===== config.mk =====
export PLATFORM = sky130hd
export DESIGN_NAME = pkif_top
export DESIGN_NICKNAME = d
export VERILOG_FILES = /design/src/pkg/pkif_pkg.sv /design/src/pkg/pkif_mem_if.sv /design/src/rtl/pkif_ram.sv /design/src/rtl/pkif_flag_gen.sv /design/src/rtl/pkif_top.sv
export SDC_FILE = /design/constraint.sdc
export NUM_CORES = 1
export LEC_CHECK = 0
export BUFFER_PORTS_ARGS = -buffer_cell sky130_fd_sc_hd__buf_2
export CORE_ASPECT_RATIO = 0.6
export CORE_MARGIN = 5
export CORE_UTILIZATION = 38
export DETAILED_ROUTE_END_ITERATION = 10
export MAX_ROUTING_LAYER = met4
export PLACE_DENSITY = 0.53
export SYNTH_ARGS = -nofsm -noshare
export SYNTH_HDL_FRONTEND = slang
export SYNTH_SLANG_ARGS = --single-unit

===== constraint.sdc =====
create_clock -name pclk -period 65.7 [get_ports pclk]
set_clock_uncertainty 0.05 [all_clocks]
set_input_delay 13.14 -clock pclk [delete_from_list [all_inputs] [get_ports pclk]]
set_output_delay 13.14 -clock pclk [all_outputs]
set_load 0.02 [all_outputs]

===== src/pkg/pkif_pkg.sv =====
// Function
// - system flag bit 0 always reads one
// - initial-position flag is one in the first scan after start only
// - data-lost flag shows retained-data loss, valid only in first scan
// - power-on flag is one in the first scan after power-up only
// - slow clock flag is low 30 s then high 30 s, repeating
// - fast clock flag is low 0.5 s then high 0.5 s, repeating
// - scan clock flag inverts once per scan cycle
// - system flags are read-only; writes do not change them
// - read-only areas take reads only; read/write areas take both
// - data area spans index 10000000 up to index 79999999 (blocks 10 to 79)
// - data address splits into block, channel, subrange and byte offset
// - 64-byte retentive user area, read/write, survives reset
// - kernel status bytes show stop, drive ready, temperature and alarm
package pkif_pkg;
	localparam int IDX_W = 27;
	// register indices; byte address is four times the index
	localparam logic [IDX_W-1:0] RET_FIRST_IDX = 27'hD59F80;
	localparam logic [IDX_W-1:0] RET_LAST_IDX  = 27'hD59FBF;
	localparam logic [IDX_W-1:0] REQ_STOP_IDX  = 27'h18CBA80;
	localparam logic [IDX_W-1:0] REQ_DIST_IDX  = 27'h18CBA81;
	localparam logic [IDX_W-1:0] ST_STOP_IDX   = 27'h19BFCC0;
	localparam logic [IDX_W-1:0] ST_DRIVE_IDX  = 27'h19BFCC2;
	localparam logic [IDX_W-1:0] ST_ALARM_IDX  = 27'h19BFCC3;
	localparam logic [IDX_W-1:0] SYSFLAG_IDX   = 27'h989680;
	localparam logic [IDX_W-1:0] IRQ_STAT_IDX  = 27'h989681;
	localparam logic [IDX_W-1:0] IRQ_MASK_IDX  = 27'h989682;
	// symbolic address digit weights
	localparam logic [IDX_W-1:0] W_BLK = 27'hF4240;
	localparam logic [IDX_W-1:0] W_CHN = 27'h2710;
	localparam logic [IDX_W-1:0] W_SUB = 27'h3E8;
	localparam logic [IDX_W-1:0] M_CHN = 27'h64;
	localparam logic [IDX_W-1:0] M_SUB = 27'hA;
	localparam logic [6:0] BLK_MIN    = 7'h0A;
	localparam logic [6:0] BLK_MAX    = 7'h4F;
	localparam logic [6:0] BLK_SYS    = 7'h0A;
	localparam logic [6:0] BLK_RETAIN = 7'h0E;
	localparam logic [6:0] BLK_REQ    = 7'h1A;
	localparam logic [6:0] BLK_STAT   = 7'h1B;
	localparam int RET_BYTES = 64;
	// byte offsets inside blocks
	localparam logic [9:0] OFS_REQ_STOP = 10'h000;
	localparam logic [9:0] OFS_REQ_DIST = 10'h001;
	localparam logic [9:0] OFS_ST_STOP  = 10'h000;
	localparam logic [9:0] OFS_ST_DRIVE = 10'h002;
	localparam logic [9:0] OFS_ST_ALARM = 10'h003;
	localparam logic [9:0] OFS_SYSFLAG  = 10'h000;
	localparam logic [9:0] OFS_IRQ_STAT = 10'h001;
	localparam logic [9:0] OFS_IRQ_MASK = 10'h002;
	// field positions
	localparam int SF_ONE = 0;
	localparam int SF_INIT = 1;
	localparam int SF_LOST = 2;
	localparam int SF_PWR = 3;
	localparam int SF_SLOW = 4;
	localparam int SF_FAST = 5;
	localparam int SF_SCAN = 6;
	localparam int RQ_STOP = 1;
	localparam int RQ_ACK = 2;
	localparam int RQ_PROT_LO = 4;
	localparam int RQ_ACT_DTG = 1;
	localparam int RQ_CMD_DTG = 2;
	localparam int ST_STOP_BIT = 1;
	localparam int ST_DRIVE_BIT = 6;
	localparam int ST_TEMP_BIT = 6;
	localparam int ST_ALARM_BIT = 0;
	localparam logic [7:0] REQ_STOP_MASK = 8'hF6;
	localparam logic [7:0] REQ_DIST_MASK = 8'h06;
	localparam int IRQ_W = 4;
	localparam int IRQ_STOP = 0;
	localparam int IRQ_ALARM = 1;
	localparam int IRQ_TEMP = 2;
	localparam int IRQ_LOST = 3;
	localparam logic [7:0] REQ_RESET = 8'h00;
	localparam logic [IRQ_W-1:0] IRQ_RESET = 4'h0;
	// time base
	localparam int CLK_HZ = 40000000;
	localparam int FAST_HALF_MS = 500;
	localparam int SLOW_HALF_S = 30;
	localparam int HALF_SEC_CYC = FAST_HALF_MS * (CLK_HZ / 1000);
	localparam int SLOW_TICKS = SLOW_HALF_S * 1000 / FAST_HALF_MS;

	typedef struct packed {
		logic [6:0] blk;
		logic [6:0] chn;
		logic [3:0] sub;
		logic [9:0] ofs;
	} pkif_vaddr_t;

	// split an eight-digit symbolic index into its digit fields
	function automatic pkif_vaddr_t pkif_decode(input logic [IDX_W-1:0] idx);
		pkif_vaddr_t f;
		f.blk = 7'(idx / W_BLK);
		f.chn = 7'((idx / W_CHN) % M_CHN);
		f.sub = 4'((idx / W_SUB) % M_SUB);
		f.ofs = 10'(idx % W_SUB);
		return f;
	endfunction : pkif_decode
endpackage : pkif_pkg


===== src/pkg/pkif_mem_if.sv =====
`timescale 1ns/1ps
// port between the register bank and the retentive byte store
interface pkif_mem_if #(
	parameter int AW = 6,
	parameter int DW = 8
);
	logic          rd_en;
	logic          wr_en;
	logic [AW-1:0] addr;
	logic [DW-1:0] wdata;
	logic [DW-1:0] rdata;
	modport ctrl (output rd_en, wr_en, addr, wdata, input rdata);
	modport mem  (input rd_en, wr_en, addr, wdata, output rdata);
endinterface : pkif_mem_if


===== src/rtl/pkif_ram.sv =====
`timescale 1ns/1ps
// retentive byte store; array has no reset so contents survive it
module pkif_ram #(
	parameter int DEPTH = 64
) (
	input wire logic pclk,
	pkif_mem_if.mem  port
);
	logic [7:0] mem_r [DEPTH];

	// write and registered read
	always_ff @(posedge pclk)
	begin
		if (port.wr_en)
			mem_r[port.addr] <= port.wdata;
		if (port.rd_en)
			port.rdata <= mem_r[port.addr];
	end
endmodule : pkif_ram


===== src/rtl/pkif_flag_gen.sv =====
`timescale 1ns/1ps
// special system flag byte generator
module pkif_flag_gen #(
	parameter int HALF_SEC_CYCLES = pkif_pkg::HALF_SEC_CYC,
	parameter int SLOW_HALVES     = pkif_pkg::SLOW_TICKS
) (
	input  wire logic       pclk,
	input  wire logic       presetn,
	input  wire logic       scan_strobe,
	input  wire logic       warm_start,
	input  wire logic       retain_lost,
	output logic [7:0]      flags
);
	logic [24:0] div_r;
	logic [6:0]  slow_cnt_r;
	logic        fast_r, slow_r, scan_r;
	logic        init_r, pwr_r, lost_r, cap_r, warm_r;
	wire         half_tick = (div_r == 25'(HALF_SEC_CYCLES - 1));
	wire         slow_wrap = (slow_cnt_r == 7'(SLOW_HALVES - 1));

	// free-running half-second time base drives both clock flags
	always_ff @(posedge pclk or negedge presetn)
	begin
		if (!presetn)
		begin
			div_r <= 25'h0000000;
			fast_r <= 1'b0;
			slow_cnt_r <= 7'h00;
			slow_r <= 1'b0;
		end
		else
		begin
			div_r <= half_tick ? 25'h0000000 : div_r + 25'h0000001;
			if (half_tick)
			begin
				fast_r <= ~fast_r;
				slow_cnt_r <= slow_wrap ? 7'h00 : slow_cnt_r + 7'h01;
				if (slow_wrap)
					slow_r <= ~slow_r;
			end
		end
	end

	// initial-position, power-on and scan clock flags move only at the scan strobe
	always_ff @(posedge pclk or negedge presetn)
	begin
		if (!presetn)
		begin
			init_r <= 1'b1;
			pwr_r <= 1'b1;
			scan_r <= 1'b0;
			warm_r <= 1'b0;
			cap_r <= 1'b1;
			lost_r <= 1'b0;
		end
		else
		begin
			cap_r <= 1'b0;
			if (cap_r)
				lost_r <= retain_lost; // backup state caught after release
			if (scan_strobe)
			begin
				init_r <= warm_r | warm_start;
				pwr_r <= 1'b0;
				scan_r <= ~scan_r;
				warm_r <= 1'b0;
			end
			else if (warm_start)
				warm_r <= 1'b1;
		end
	end

	assign flags = {1'b0, scan_r, fast_r, slow_r, pwr_r,
		lost_r & init_r, init_r, 1'b1};
endmodule : pkif_flag_gen


===== src/rtl/pkif_top.sv =====
`timescale 1ns/1ps
// interface register bank between the machine program and the kernel
module pkif_top #(
	parameter int HALF_SEC_CYCLES = pkif_pkg::HALF_SEC_CYC,
	parameter int SLOW_HALVES     = pkif_pkg::SLOW_TICKS
) (
	input  wire logic        pclk,
	input  wire logic        presetn,
	input  wire logic        psel,
	input  wire logic        penable,
	input  wire logic        pwrite,
	input  wire logic [31:0] paddr,
	input  wire logic [31:0] pwdata,
	output logic [31:0]      prdata,
	output logic             pready,
	output logic             pslverr,
	input  wire logic        scan_strobe,
	input  wire logic        warm_start,
	input  wire logic        retain_lost,
	input  wire logic        stop_active,
	input  wire logic        drive_ready,
	input  wire logic        temp_alarm,
	input  wire logic        kernel_alarm,
	output logic             stop_request,
	output logic             stop_ack,
	output logic [3:0]       protection_sel,
	output logic             cmd_dtg_request,
	output logic             act_dtg_request,
	output logic [7:0]       system_flags,
	output logic             irq
);
	localparam int IW = pkif_pkg::IDX_W;

	pkif_pkg::pkif_vaddr_t     va;
	pkif_mem_if #(.AW(6), .DW(8)) mem_bus ();

	logic [7:0]                req_stop_r;
	logic [7:0]                req_dist_r;
	logic [7:0]                rd_r;
	logic [7:0]                rd_nxt;
	logic [pkif_pkg::IRQ_W-1:0] istat_r;
	logic [pkif_pkg::IRQ_W-1:0] istat_nxt;
	logic [pkif_pkg::IRQ_W-1:0] imask_r;
	logic [pkif_pkg::IRQ_W-1:0] evt;
	logic                      stop_q_r;
	logic                      alarm_q_r;
	logic                      temp_q_r;
	logic                      lost_q_r;

	// bus phases; the slave never inserts wait states
	wire setup_ph = psel & ~penable;
	wire acc_ph   = psel & penable;
	wire wr_done  = acc_ph & pwrite;
	wire rd_done  = acc_ph & ~pwrite;

	// symbolic address split and range check
	wire [IW-1:0] idx     = paddr[IW+1:2];
	wire          hi_zero = (paddr[31:IW+2] == 3'h0);
	assign va = pkif_pkg::pkif_decode(idx);
	wire in_range = hi_zero
		& (va.blk >= pkif_pkg::BLK_MIN)
		& (va.blk <= pkif_pkg::BLK_MAX);
	wire base0 = in_range & (va.chn == 7'h00) & (va.sub == 4'h0);

	// region selects from the decoded fields
	wire blk_ret  = base0 & (va.blk == pkif_pkg::BLK_RETAIN);
	wire blk_req  = base0 & (va.blk == pkif_pkg::BLK_REQ);
	wire blk_st   = base0 & (va.blk == pkif_pkg::BLK_STAT);
	wire blk_sys  = base0 & (va.blk == pkif_pkg::BLK_SYS);
	wire hit_ram  = blk_ret
		& (va.ofs < 10'(pkif_pkg::RET_BYTES));
	wire hit_rqs  = blk_req & (va.ofs == pkif_pkg::OFS_REQ_STOP);
	wire hit_rqd  = blk_req & (va.ofs == pkif_pkg::OFS_REQ_DIST);
	wire hit_sst  = blk_st & (va.ofs == pkif_pkg::OFS_ST_STOP);
	wire hit_sdr  = blk_st & (va.ofs == pkif_pkg::OFS_ST_DRIVE);
	wire hit_sal  = blk_st & (va.ofs == pkif_pkg::OFS_ST_ALARM);
	wire hit_sys  = blk_sys & (va.ofs == pkif_pkg::OFS_SYSFLAG);
	wire hit_ist  = blk_sys & (va.ofs == pkif_pkg::OFS_IRQ_STAT);
	wire hit_imk  = blk_sys & (va.ofs == pkif_pkg::OFS_IRQ_MASK);

	// read-only and writable areas
	wire ro_area = hit_sst | hit_sdr | hit_sal
		| hit_sys | hit_ist;
	wire rw_area = hit_ram | hit_rqs | hit_rqd | hit_imk;
	wire mapped  = ro_area | rw_area;
	wire bad_acc = ~mapped | (pwrite & ro_area);

	// write strobes, effective only at the completing edge
	wire wr_ok   = wr_done & ~bad_acc;
	wire we_ram  = wr_ok & hit_ram;
	wire we_rqs  = wr_ok & hit_rqs;
	wire we_rqd  = wr_ok & hit_rqd;
	wire we_imk  = wr_ok & hit_imk;
	wire rd_clr  = rd_done & hit_ist;

	// kernel status bytes, unassigned bits read zero
	wire [7:0] st_stop = 8'(stop_active) << pkif_pkg::ST_STOP_BIT;
	wire [7:0] st_drv  = 8'(drive_ready) << pkif_pkg::ST_DRIVE_BIT;
	wire [7:0] st_alm  = (8'(temp_alarm) << pkif_pkg::ST_TEMP_BIT)
		| (8'(kernel_alarm) << pkif_pkg::ST_ALARM_BIT);

	// retentive store is read in the setup phase
	assign mem_bus.rd_en = setup_ph & ~pwrite & hit_ram;
	assign mem_bus.wr_en = we_ram;
	assign mem_bus.addr  = va.ofs[5:0];
	assign mem_bus.wdata = pwdata[7:0];

	pkif_ram #(
		.DEPTH(pkif_pkg::RET_BYTES)
	) u_ram (
		.pclk (pclk),
		.port (mem_bus.mem)
	);

	pkif_flag_gen #(
		.HALF_SEC_CYCLES(HALF_SEC_CYCLES),
		.SLOW_HALVES    (SLOW_HALVES)
	) u_flags (
		.pclk       (pclk),
		.presetn    (presetn),
		.scan_strobe(scan_strobe),
		.warm_start (warm_start),
		.retain_lost(retain_lost),
		.flags      (system_flags)
	);

	// read data selection for the register part
	always_comb
	begin
		rd_nxt = 8'h00;
		if (hit_rqs)
			rd_nxt = req_stop_r;
		else if (hit_rqd)
			rd_nxt = req_dist_r;
		else if (hit_sst)
			rd_nxt = st_stop;
		else if (hit_sdr)
			rd_nxt = st_drv;
		else if (hit_sal)
			rd_nxt = st_alm;
		else if (hit_sys)
			rd_nxt = system_flags;
		else if (hit_ist)
			rd_nxt = 8'(istat_r);
		else if (hit_imk)
			rd_nxt = 8'(imask_r);
	end

	// read data is captured at the setup edge
	always_ff @(posedge pclk or negedge presetn)
	begin
		if (!presetn)
			rd_r <= 8'h00;
		else if (setup_ph & ~pwrite)
			rd_r <= rd_nxt;
	end

	// request bytes keep only their defined bits
	always_ff @(posedge pclk or negedge presetn)
	begin
		if (!presetn)
		begin
			req_stop_r <= pkif_pkg::REQ_RESET;
			req_dist_r <= pkif_pkg::REQ_RESET;
		end
		else
		begin
			if (we_rqs)
				req_stop_r <= pwdata[7:0]
					& pkif_pkg::REQ_STOP_MASK;
			if (we_rqd)
				req_dist_r <= pwdata[7:0]
					& pkif_pkg::REQ_DIST_MASK;
		end
	end

	// request fields towards the kernel
	assign stop_request    = req_stop_r[pkif_pkg::RQ_STOP];
	assign stop_ack        = req_stop_r[pkif_pkg::RQ_ACK];
	assign protection_sel  = req_stop_r[pkif_pkg::RQ_PROT_LO+:4];
	assign cmd_dtg_request = req_dist_r[pkif_pkg::RQ_CMD_DTG];
	assign act_dtg_request = req_dist_r[pkif_pkg::RQ_ACT_DTG];

	// rising edges of kernel conditions and of the loss report
	always_ff @(posedge pclk or negedge presetn)
	begin
		if (!presetn)
		begin
			stop_q_r <= 1'b0;
			alarm_q_r <= 1'b0;
			temp_q_r <= 1'b0;
			lost_q_r <= 1'b0;
		end
		else
		begin
			stop_q_r <= stop_active;
			alarm_q_r <= kernel_alarm;
			temp_q_r <= temp_alarm;
			lost_q_r <= system_flags[pkif_pkg::SF_LOST];
		end
	end

	// event vector
	always_comb
	begin
		evt = pkif_pkg::IRQ_RESET;
		evt[pkif_pkg::IRQ_STOP] = stop_active & ~stop_q_r;
		evt[pkif_pkg::IRQ_ALARM] = kernel_alarm & ~alarm_q_r;
		evt[pkif_pkg::IRQ_TEMP] = temp_alarm & ~temp_q_r;
		evt[pkif_pkg::IRQ_LOST] = system_flags[pkif_pkg::SF_LOST]
			& ~lost_q_r;
	end

	// sticky status: a read clears what it returned, new events win
	assign istat_nxt = (istat_r
		& ~(rd_clr ? rd_r[pkif_pkg::IRQ_W-1:0] : pkif_pkg::IRQ_RESET))
		| evt;

	// interrupt status and mask
	always_ff @(posedge pclk or negedge presetn)
	begin
		if (!presetn)
		begin
			istat_r <= pkif_pkg::IRQ_RESET;
			imask_r <= pkif_pkg::IRQ_RESET;
		end
		else
		begin
			istat_r <= istat_nxt;
			if (we_imk)
				imask_r <= pwdata[pkif_pkg::IRQ_W-1:0];
		end
	end

	// bus answers
	assign irq     = |(istat_r & imask_r);
	assign pready  = 1'b1;
	assign pslverr = acc_ph & bad_acc;
	assign prdata  = {24'h000000,
		(acc_ph & hit_ram) ? mem_bus.rdata : rd_r};
endmodule : pkif_top


# Yosys cells after proc, flatten, opt, wreduce, memory -nomap -nowiden
# Memories as Yosys holds them, arrays and structs flattened. A register that Yosys moved wholly into a read port is not among the register bits.
# Index checks and enable logic that the tools add are counted.
# totals
regBits	68
ram_bits	512
in_bits	76
output_inout_bits	51
word_cells	126
mem_count	1
# memory_table
name	words	width	rd	rd_clocked_by_memory_dff	write_ports	line_no	source
u_ram.mem_r	64	8	1	1	1	pkif_ram.sv:9	logic [7:0] mem_r [DEPTH];
# classes
n_addsub	2
div_mod_pow	6
n_lt_le_gt_ge	3
eq_ne	9
n_mux	16
bitwise	63
n_reduce_logical	7
# op_table
op	n
$and 1x1->1	37
$mux 8	4
$mux 7	4
$div 27x10->27 const B	1
$div 27x14->27 const B	1
$div 27x20->27 const B	1
$mod 27x10->27 const B	1
$mod 27x4->27 const B	1
$mod 27x7->27 const B	1
$add 25x1->25 const B	1
$eq 25x25->1 const B	1
$mux 25	1
$eq 10x2->1 const B	2
$eq 7x4->1 const B	2
$eq 7x5->1 const B	2
$mux 4	3
$not 1->1	11
$eq 10x1->1 const B	1
$logic_not 10->1	1
$lt 10x7->1 const B	1
$or 1x1->1	10
$and 4x4->4	2
$add 7x1->7 const B	1
$eq 7x6->1 const B	1
other kinds (12)	15

# Longest topological paths before layout
# Gate-level depths: netlist of the first run.
# logic_depth
depth_word	20
mapped_depth	81
depth_no_buf	63

# By module
# A second synthesis of the first run with hierarchy kept.
# unflattened
hier_cells	4309
area_unflattened_um2	41892.7
# modules_own_cells
module	instances	cells_each	area_each_um2	seq_area_each_um2
pkif_ram	1	1171	20529.7	15615.0
pkif_top	1	2954	19403.6	700.7
pkif_flag_gen	1	184	1959.4	1004.7

# Worst setup path after synthesis of the first run
# No wires, ideal clock.
# synth_path
path_kind	input to output
startpoint	input paddr[22]
endpoint	output prdata[0]
arrival_ns	31.726
required_ns	52.510
setup_slack_ns	20.784
cell_stages	73
path_buffers	10
path_cell_list	buf_2 o2111a_1 a31oi_2 mux2_2 and3_1 buf_2 or4_1 a32oi_1 a21oi_1 or3_1 a2111o_1 and2_1 buf_2 a41oi_4 mux2i_1 buf_2 a21oi_1 o32a_2 [... 37 more ...] or3b_1 nor4_4 nand4_2 nor2_1 nor2_1 nor2_1 ha_1 nor3_1 nor4_1 o2111ai_1 a2111oi_0 o21ai_1 a211o_1 or3_1 and2_1 buf_4 nor3_4 mux2_1
# synth_between
elab_chain_cells	10
elab_cells_between_ends	20
cone_classes	div (6); order compare (3); eq/ne (1); mux (1); bitwise (7); reduce/logical (2)
# synth_rtl
element	line_no	source
from (decl)	pkif_top.sv:12	input wire logic [31:0] paddr,
branches (longest 7 deep; another with $div 27x14->27)	-	
$and 1x1->1 (*)	pkif_top.sv:71	& (va.ofs < 10'(pkif_pkg::RET_BYTES));
$and 1x1->1 (*)	pkif_top.sv:240	(acc_ph & hit_ram) ? mem_bus.rdata : rd_r};
$mux 8 (*)	pkif_top.sv:240	
to (decl)	pkif_top.sv:14	output logic [31:0] prdata,
# Mark *: on every way between the ends.

# Worst setup path in the final report of the first run
# layout_path
startpoint	input paddr[28]
endpoint	output prdata[2]
# Same word-level chain as after synthesis.

==> out/summary.txt, run 1 <==
Status -> finished, final reports clean
Max-cap violations -> 0
# hold bufs at CTS -> 0
Top-count cell post-synth -> edfxtp_1
CTS sink cnt -> 588
Max-slew headroom -> 0.199
Prevailing post-synth register cell -> edfxtp_1
Yosys reg bits -> 588
Simple-Gate Fraction of Synth Area -> 0.169
Hold_sp -> stop_q_r$_DFF_PN0_
Post-synth ARST share -> 0.116
Peak fanout along the critical path -> 29
Placed insts -> 5235
Grt total ovfl -> 0
CTS tree -> yes
Tcrit/Tclk final -> 0.793
First-pass GRT wire length -> 191000 um
Synth top area share -> 0.384
# rows -> 92
1st-iter DRT viols -> 3672
Crit Path Category -> in2out
Critical Path Source Type -> input pin
XOR/XNOR Fraction of Synth Area -> 0.0518
IO Count -> 127
Critical Path End Type -> primary output
Core Box Area -> 106000 um2
Worst hold path type -> reg2reg
Die X-Extent -> 432 um
Slowest stage delay, CP -> 0.96 ns
Area growth syn-to-layout -> 7.88%
CTS Buf Count -> 48
H-tree Lvls -> 2
Fin crit period -> 52.08 ns
Nets@finish -> 3956
Synthesized area -> 40600 um2
IO Port Bufs -> 73
Most frequent CP cell -> nor2_1
Register area share after synthesis -> 0.426
Reg-to-reg setup timing slack -> 63.05 ns
Largest net degree at the start of global routing -> 69
Post-CTS setup buffers -> 0
Slew Viols, Final -> 0
Largest family of logic cells by synthesized area -> compound AO/OA/AOI/OAI gates
Skew-Pair Late Insertion Delay -> 0.61 ns
Clock Tree Buf Depth -> 3
Unrepaired setup endpoints after global routing -> no
# DRC -> 0
Mux contribution to synthesized area -> 0.111
WHS Endpoint -> istat_r[0]$_DFF_PN0_
Largest area contributor in the netlist -> edfxtp_1
Worst Path Arrival -> 38.89 ns
Initial antenna violation count -> 2
WL met3 -> 12500 um
Layout cell share with drive strength beyond 1 -> 0.128
R2R cell count -> 4
Avg Inst Size Synth -> 10.5 um2
Fmax -> 0.0192 GHz
Final hold slack -> 0.344 ns
Final cell count without fillers -> 5326
Antenna viol nets, final -> 0
Die Ht -> 263 um
Clk slew on worst S/H paths -> 0.06 ns
Final hold violation count -> 0
Vias in the first global route -> 29537
Die Area -> 114000 um2
Synth Area in Adders -> 0.00844
Pre-Repair DR Iteration Count -> 7
Initial Util -> 0.385
Synth Area in Compound Gates -> 0.201
WL met2 -> 47100 um
Routed len/inst -> 23.6 um
Area contributors post-synth -> edfxtp_1 (38%), mux4_2 (7.9%), xnor2_1 (4.1%)
Final wirelength -> 126000 um
Fin util -> 0.415
RR Startpoint -> u_ram.mem_r[27][7]$_DFFE_PP_
Post_cts resized -> 0
Post-synth EDFFs -> 520
Setup TNS -> 0 ns
Critical Path RT -> 52.51 ns
Top sig layer -> met4
Gr usage total -> 0.219
Critical R2R Capture -> u_ram.port.rdata[7]$_DFFE_PP_
Netlist cell types -> 136
Hpwl dp -> 91300 um
WHS Path Cells -> 1
Mapped Cells -> 3886
Wl on met1 -> 65100 um
Final setup vio count -> 0
Via-per-instance ratio -> 6.17
Synth warn -> 0
GP Congestion -> 0.918
Total number of vias -> 32849
Clock root cell -> clkbuf_16
Post-synth top cells -> edfxtp_1 (520), nor2_1 (316), nand2_1 (275)
Slew @ Worst Pin -> 1.19 ns
Crit-path slowest cell -> a221oi_1
[worst max-delay path: cells and delay by family]
family,cells,cell delay [ns]
muxes,7,3.37
AOI/OAI and AO/OA,31,12.53
xor gates and xnor gates,2,1.01
adders and majority gates,1,0.27
and+or+nand+nor,20,6.96
buffers and inverters,5,1.49
[how the worst max path moves through the flow]
stage,startpoint,slack (ns),endpoint
floorplan,paddr[22],20.78,prdata[0]
global placement,paddr[28],14.54,prdata[3]
detailed placement,paddr[28],14.51,prdata[2]
CTS,paddr[28],14.40,prdata[2]
global route,paddr[28],11.91,prdata[2]
finish,paddr[28],13.62,prdata[2]
[layout by cell type (no fill, tap or decap), types with 27 or more instances in the layout]
master,count
edfxtp_1,520
nor2_1,316
nand2_1,275
a21oi_1,196
o21ai_0,188
xnor2_1,187
mux4_2,142
nor3_1,132
nand3_1,127
and3_1,78
and2_1,76
mux2i_1,74
inv_1,70
buf_2,69
buf_4,66
dfrtp_1,65
a211oi_1,60
a31oi_1,53
or3_1,49
o31ai_1,49
clkbuf_16,48
xor2_1,46
a21o_1,44
o211ai_1,42
o21a_1,41
nor4_1,41
o22ai_1,39
nand4_1,38
o21ai_1,28
maj3_1,28
conb_1,28
or2_2,27
mux2_2,27
a211o_1,27
[state kept, by name, indices dropped and copies added (netlist names), 2 cells and up]
name,cells
u_ram.port.rdata,8
u_flags.div_r,25
u_flags.slow_cnt_r,7
req_dist_r,2
imask_r,4
rd_r,8
istat_r,4
req_stop_r,6
u_ram.mem_r,512
[kinds of logic (layout without fill, tap and decap cells)]
kind of cell	after synthesis	in the layout
buffers and inverters	303	305
adder cells (fa/ha/maj)	33	33
other	2	30
XOR/XNOR	238	238
AND/OR/NAND/NOR	1328	1328
AO/OA/AOI/OAI	1129	1129
flip-flops	588	588
multiplexers	265	265
[routing by layer]
| metal | track usage | vias up |
|---|---|---|
| li1 | - | 15317 |
| met1 | 0.361 | 16197 |
| met2 | 0.266 | 1265 |
| met3 | 0.0618 | 70 |
| met4 | 0.0202 | 0 |
| met5 | - | - |
[metrics by stage]
| step | setup slack [ns] | cell area, um2 |
|---|---|---|
| 2_1_floorplan | 20.78 | 40700 |
| 3_3_place_gp | 14.54 | 42400 |
| 3_5_place_dp | 14.51 | 42400 |
| 4_1_cts | 14.40 | 43800 |
| 5_1_grt | 11.91 | 43800 |
| 6_report | 13.62 | 43800 |
[layout make-up]
class,count,area [um2]
clock buffers,63,1260
diodes,2,5.00
fillers,10127,61700
well taps,1410,1760
repair buffers,137,867
multi-input cells,3021,22200
flip-flops and latches,588,17300
inverters,79,297
clock inverters,26,174
Power of run 1 is left out: the tool's default activity adds up to more than one toggle a clock period on the data nets, which glitch-free logic cannot reach.
==> inputs of run 2 (changes only) <==
- ABC_AREA: default -> 1
- PLACE_DENSITY: 0.53 -> 0.55
- clock period: 65.7 -> 47.5 ns (I/O delays scaled with it)
==> out/summary.txt, run 2 <==
Status -> finished, final reports clean
Layout cell share with drive strength beyond 1 -> 0.167 (+0.0393)
Post-CTS setup buffers -> 0 (unchanged)
Setup TNS -> 0 ns (unchanged)
Area contributors post-synth -> edfxtp_1 (40%), nand2_1 (13%), inv_1 (4.4%)
1st-iter DRT viols -> 2937 (-20%)
# rows -> 90 (-2.2%)
Crit Path Category -> in2out
Tcrit/Tclk final -> 0.852
Area growth syn-to-layout -> 7.85% (about the same)
Antenna viol nets, final -> 0 (unchanged)
Synth warn -> 0 (unchanged)
Critical Path RT -> 37.95 ns (-14.56 ns)
Routed len/inst -> 18.1 um (-24%)
Fin util -> 0.414 (-0.00145)
Post_cts resized -> 0 (unchanged)
# DRC -> 0 (unchanged)
Critical Path End Type -> primary output
Final setup vio count -> 0 (unchanged)
Place WS -> 7.25 ns (-7.26 ns)
Clock root cell -> clkbuf_16
Largest register FFs -> 512 (unchanged)
Max-cap violations -> 0 (unchanged)
Post-synth top cells -> nand2_1 (1323), edfxtp_1 (520), inv_1 (450)
Final hold violation count -> 0 (unchanged)
Mapped Cells -> 4616 (+19%)
CP delay by family, top -> simple AND/OR/NAND/NOR gates
Initial Util -> 0.384 (-0.00124)
Largest area contributor in the netlist -> edfxtp_1
First-pass GRT wire length -> 169000 um (-12%)
Gr usage total -> 0.200 (-0.0189)
Final wirelength -> 109000 um (-13%)
Hpwl dp -> 77500 um (-15%)
Clock Tree Buf Depth -> 3 (unchanged)
CTS tree -> yes
Commonest non-fill, non-tap cell in the layout -> nand2_1
Skew-Pair Late Insertion Delay -> 0.60 ns (about the same)
Synthesized area -> 38600 um2 (-4.9%)
Via-per-instance ratio -> 5.12 (-17%)
H-tree Lvls -> 2 (unchanged)
Register area share after synthesis -> 0.448 (+0.0221)
Bufs and invs on worst path -> 18 (+13)
Max-slew headroom -> 0.113 (-0.0853)
CTS sink cnt -> 588 (unchanged)
Netlist cell types -> 90 (-34%)
Grt total ovfl -> 0 (unchanged)
Die Ht -> 257 um (-2.4%)
Yosys reg bits -> 588 (unchanged)
Crit-path slowest cell -> o21bai_2
Synth top area share -> 0.404 (+0.0199)
Most frequent CP cell -> nand2_2
Peak fanout along the critical path -> 40 (+38%)
Prevailing post-synth register cell -> edfxtp_1
Biggest register -> u_ram.mem_r
IO Count -> 127 (unchanged)
Die X-Extent -> 422 um (-2.4%)
Top-count cell post-synth -> nand2_1
Die Area -> 108000 um2 (-4.8%)
Nets@finish -> 4729 (+20%)
Fmax -> 0.0247 GHz
Worst hold path type -> reg2reg
Worst Path Arrival -> 30.92 ns (-7.97 ns)
Pre-Repair DR Iteration Count -> 6 (-1)
Post-synth ARST share -> 0.116 (unchanged)
Slew @ Worst Pin -> 1.32 ns (+0.127 ns)
Slowest stage delay, CP -> 0.67 ns (-0.29 ns)
Clk slew on worst S/H paths -> 0.06 ns (about the same)
Slew Viols, Final -> 0 (unchanged)
Post-synth EDFFs -> 520 (unchanged)
Total number of vias -> 30892 (-6.0%)
Vias in the first global route -> 27996 (-5.2%)
Avg Inst Size Synth -> 8.37 um2 (-20%)
# hold bufs at CTS -> 0 (unchanged)
CTS Buf Count -> 54 (+13%)
Critical Path Source Type -> input pin
Largest net degree at the start of global routing -> 131 (+90%)
Core Box Area -> 101000 um2 (-4.6%)
Unrepaired setup endpoints after global routing -> no
IO Port Bufs -> 73 (unchanged)
Fin crit period -> 40.47 ns
Most frequent cells in the layout -> nand2_1 (1323), edfxtp_1 (520), inv_1 (448)
Initial antenna violation count -> 8 (+6)
GP Congestion -> 0.881 (-4.0%)
Final WS setup -> 7.03 ns (-6.59 ns)
Largest regs -> u_ram.mem_r: 512 flops, u_flags.div_r: 25 flops
[run 2: changes by cell type after synthesis, moves of 82 or more]
cell,previous run,this run
inv_1,70,450
mux4_2,142,0
nand2_1,275,1323
nand2_2,0,167
nand3_1,127,295
nand4_1,38,128
nor2_2,1,83
xnor2_1,188,33
xor2_1,47,144
[run 2: cell type report]
cell class,count,area (um2)
diodes,5,12.5
clock buffers,67,1460
clock inverters,34,303
fillers,10106,59000
inverters,548,2130
multi-input cells,3357,18200
flip-flops and latches,588,17300
well taps,1334,1670
repair buffers,99,576
[run 2: logic make-up after synthesis]
| logic type | count (synthesis) | share of synthesized area |
|---|---|---|
| compound gates | 472 | 0.0799 |
| xor+xnor | 181 | 0.0418 |
| fa+ha+maj | 5 | 0.00162 |
| buf+inv | 697 | 0.0837 |
| flops | 588 | 0.448 |
| mux | 1 | 0.000291 |
| other cells | 2 | 0.000194 |
| simple gates | 2670 | 0.344 |
[run 2: per-layer routing]
metal / routed length, um / up-vias / global-route usage / part of all wire
met5: 0 / - / - / 0
met4: 1070 / 0 / 0.0240 / 0.0098
met3: 8710 / 77 / 0.0394 / 0.080
met2: 39200 / 888 / 0.244 / 0.36
met1: 59900 / 14480 / 0.336 / 0.55
li1: - / 15447 / - / -
[run 2: path summary, 6_finish.rpt]
| check | start | end | slack (ns) | cells after the start |
|---|---|---|---|---|
| setup / recovery | paddr[21] | pslverr | 7.03 | 147 |
| hold / removal | stop_q_r$_DFF_PN0_ | istat_r[0]$_DFF_PN0_ | 0.35 | 1 |
| setup reg to reg | u_flags.div_r[2]$_DFF_PN0_ | u_flags.div_r[23]$_DFF_PN0_ | 44.40 | 23 |
| hold reg to reg | stop_q_r$_DFF_PN0_ | istat_r[0]$_DFF_PN0_ | 0.35 | 1 |
| max in group asynchronous | presetn | u_flags.div_r[22]$_DFF_PN0_ | 37.77 | 2 |
| min in group asynchronous | presetn | istat_r[2]$_DFF_PN0_ | 9.07 | 2 |
[run 2: worst register-to-register path, stage by stage, from the launching register on]
cell and delay [ns]:
dfrtp_1 0.37, nand3_1 0.11, nor2_1 0.10, inv_1 0.06, nor2_1 0.08, inv_1 0.05
nor2_1 0.08, inv_1 0.05, nor2_1 0.11, inv_1 0.05, nor2_1 0.12, inv_1 0.06
nor3_1 0.18, inv_1 0.08, nor2_1 0.22, nand3_1 0.14, nor2_1 0.18, nand3_1 0.12
nor2_1 0.19, nand3_1 0.14, nor3_1 0.19, a21oi_1 0.09, o21ai_0 0.09, inv_1 0.05
[run 2: per-stage QoR]
step | hold WS [ns] | instances | area, um2
after floorplan | 0.342 | 4642 | 38700
final | 0.354 | 6032 | 41700
after detailed placement | 0.348 | 5926 | 39900
after global routing | 0.368 | 6031 | 41700
after CTS | 0.356 | 6027 | 41700
after global placement | 0.344 | 5926 | 39900
Power of run 2 is left out for the same reason.
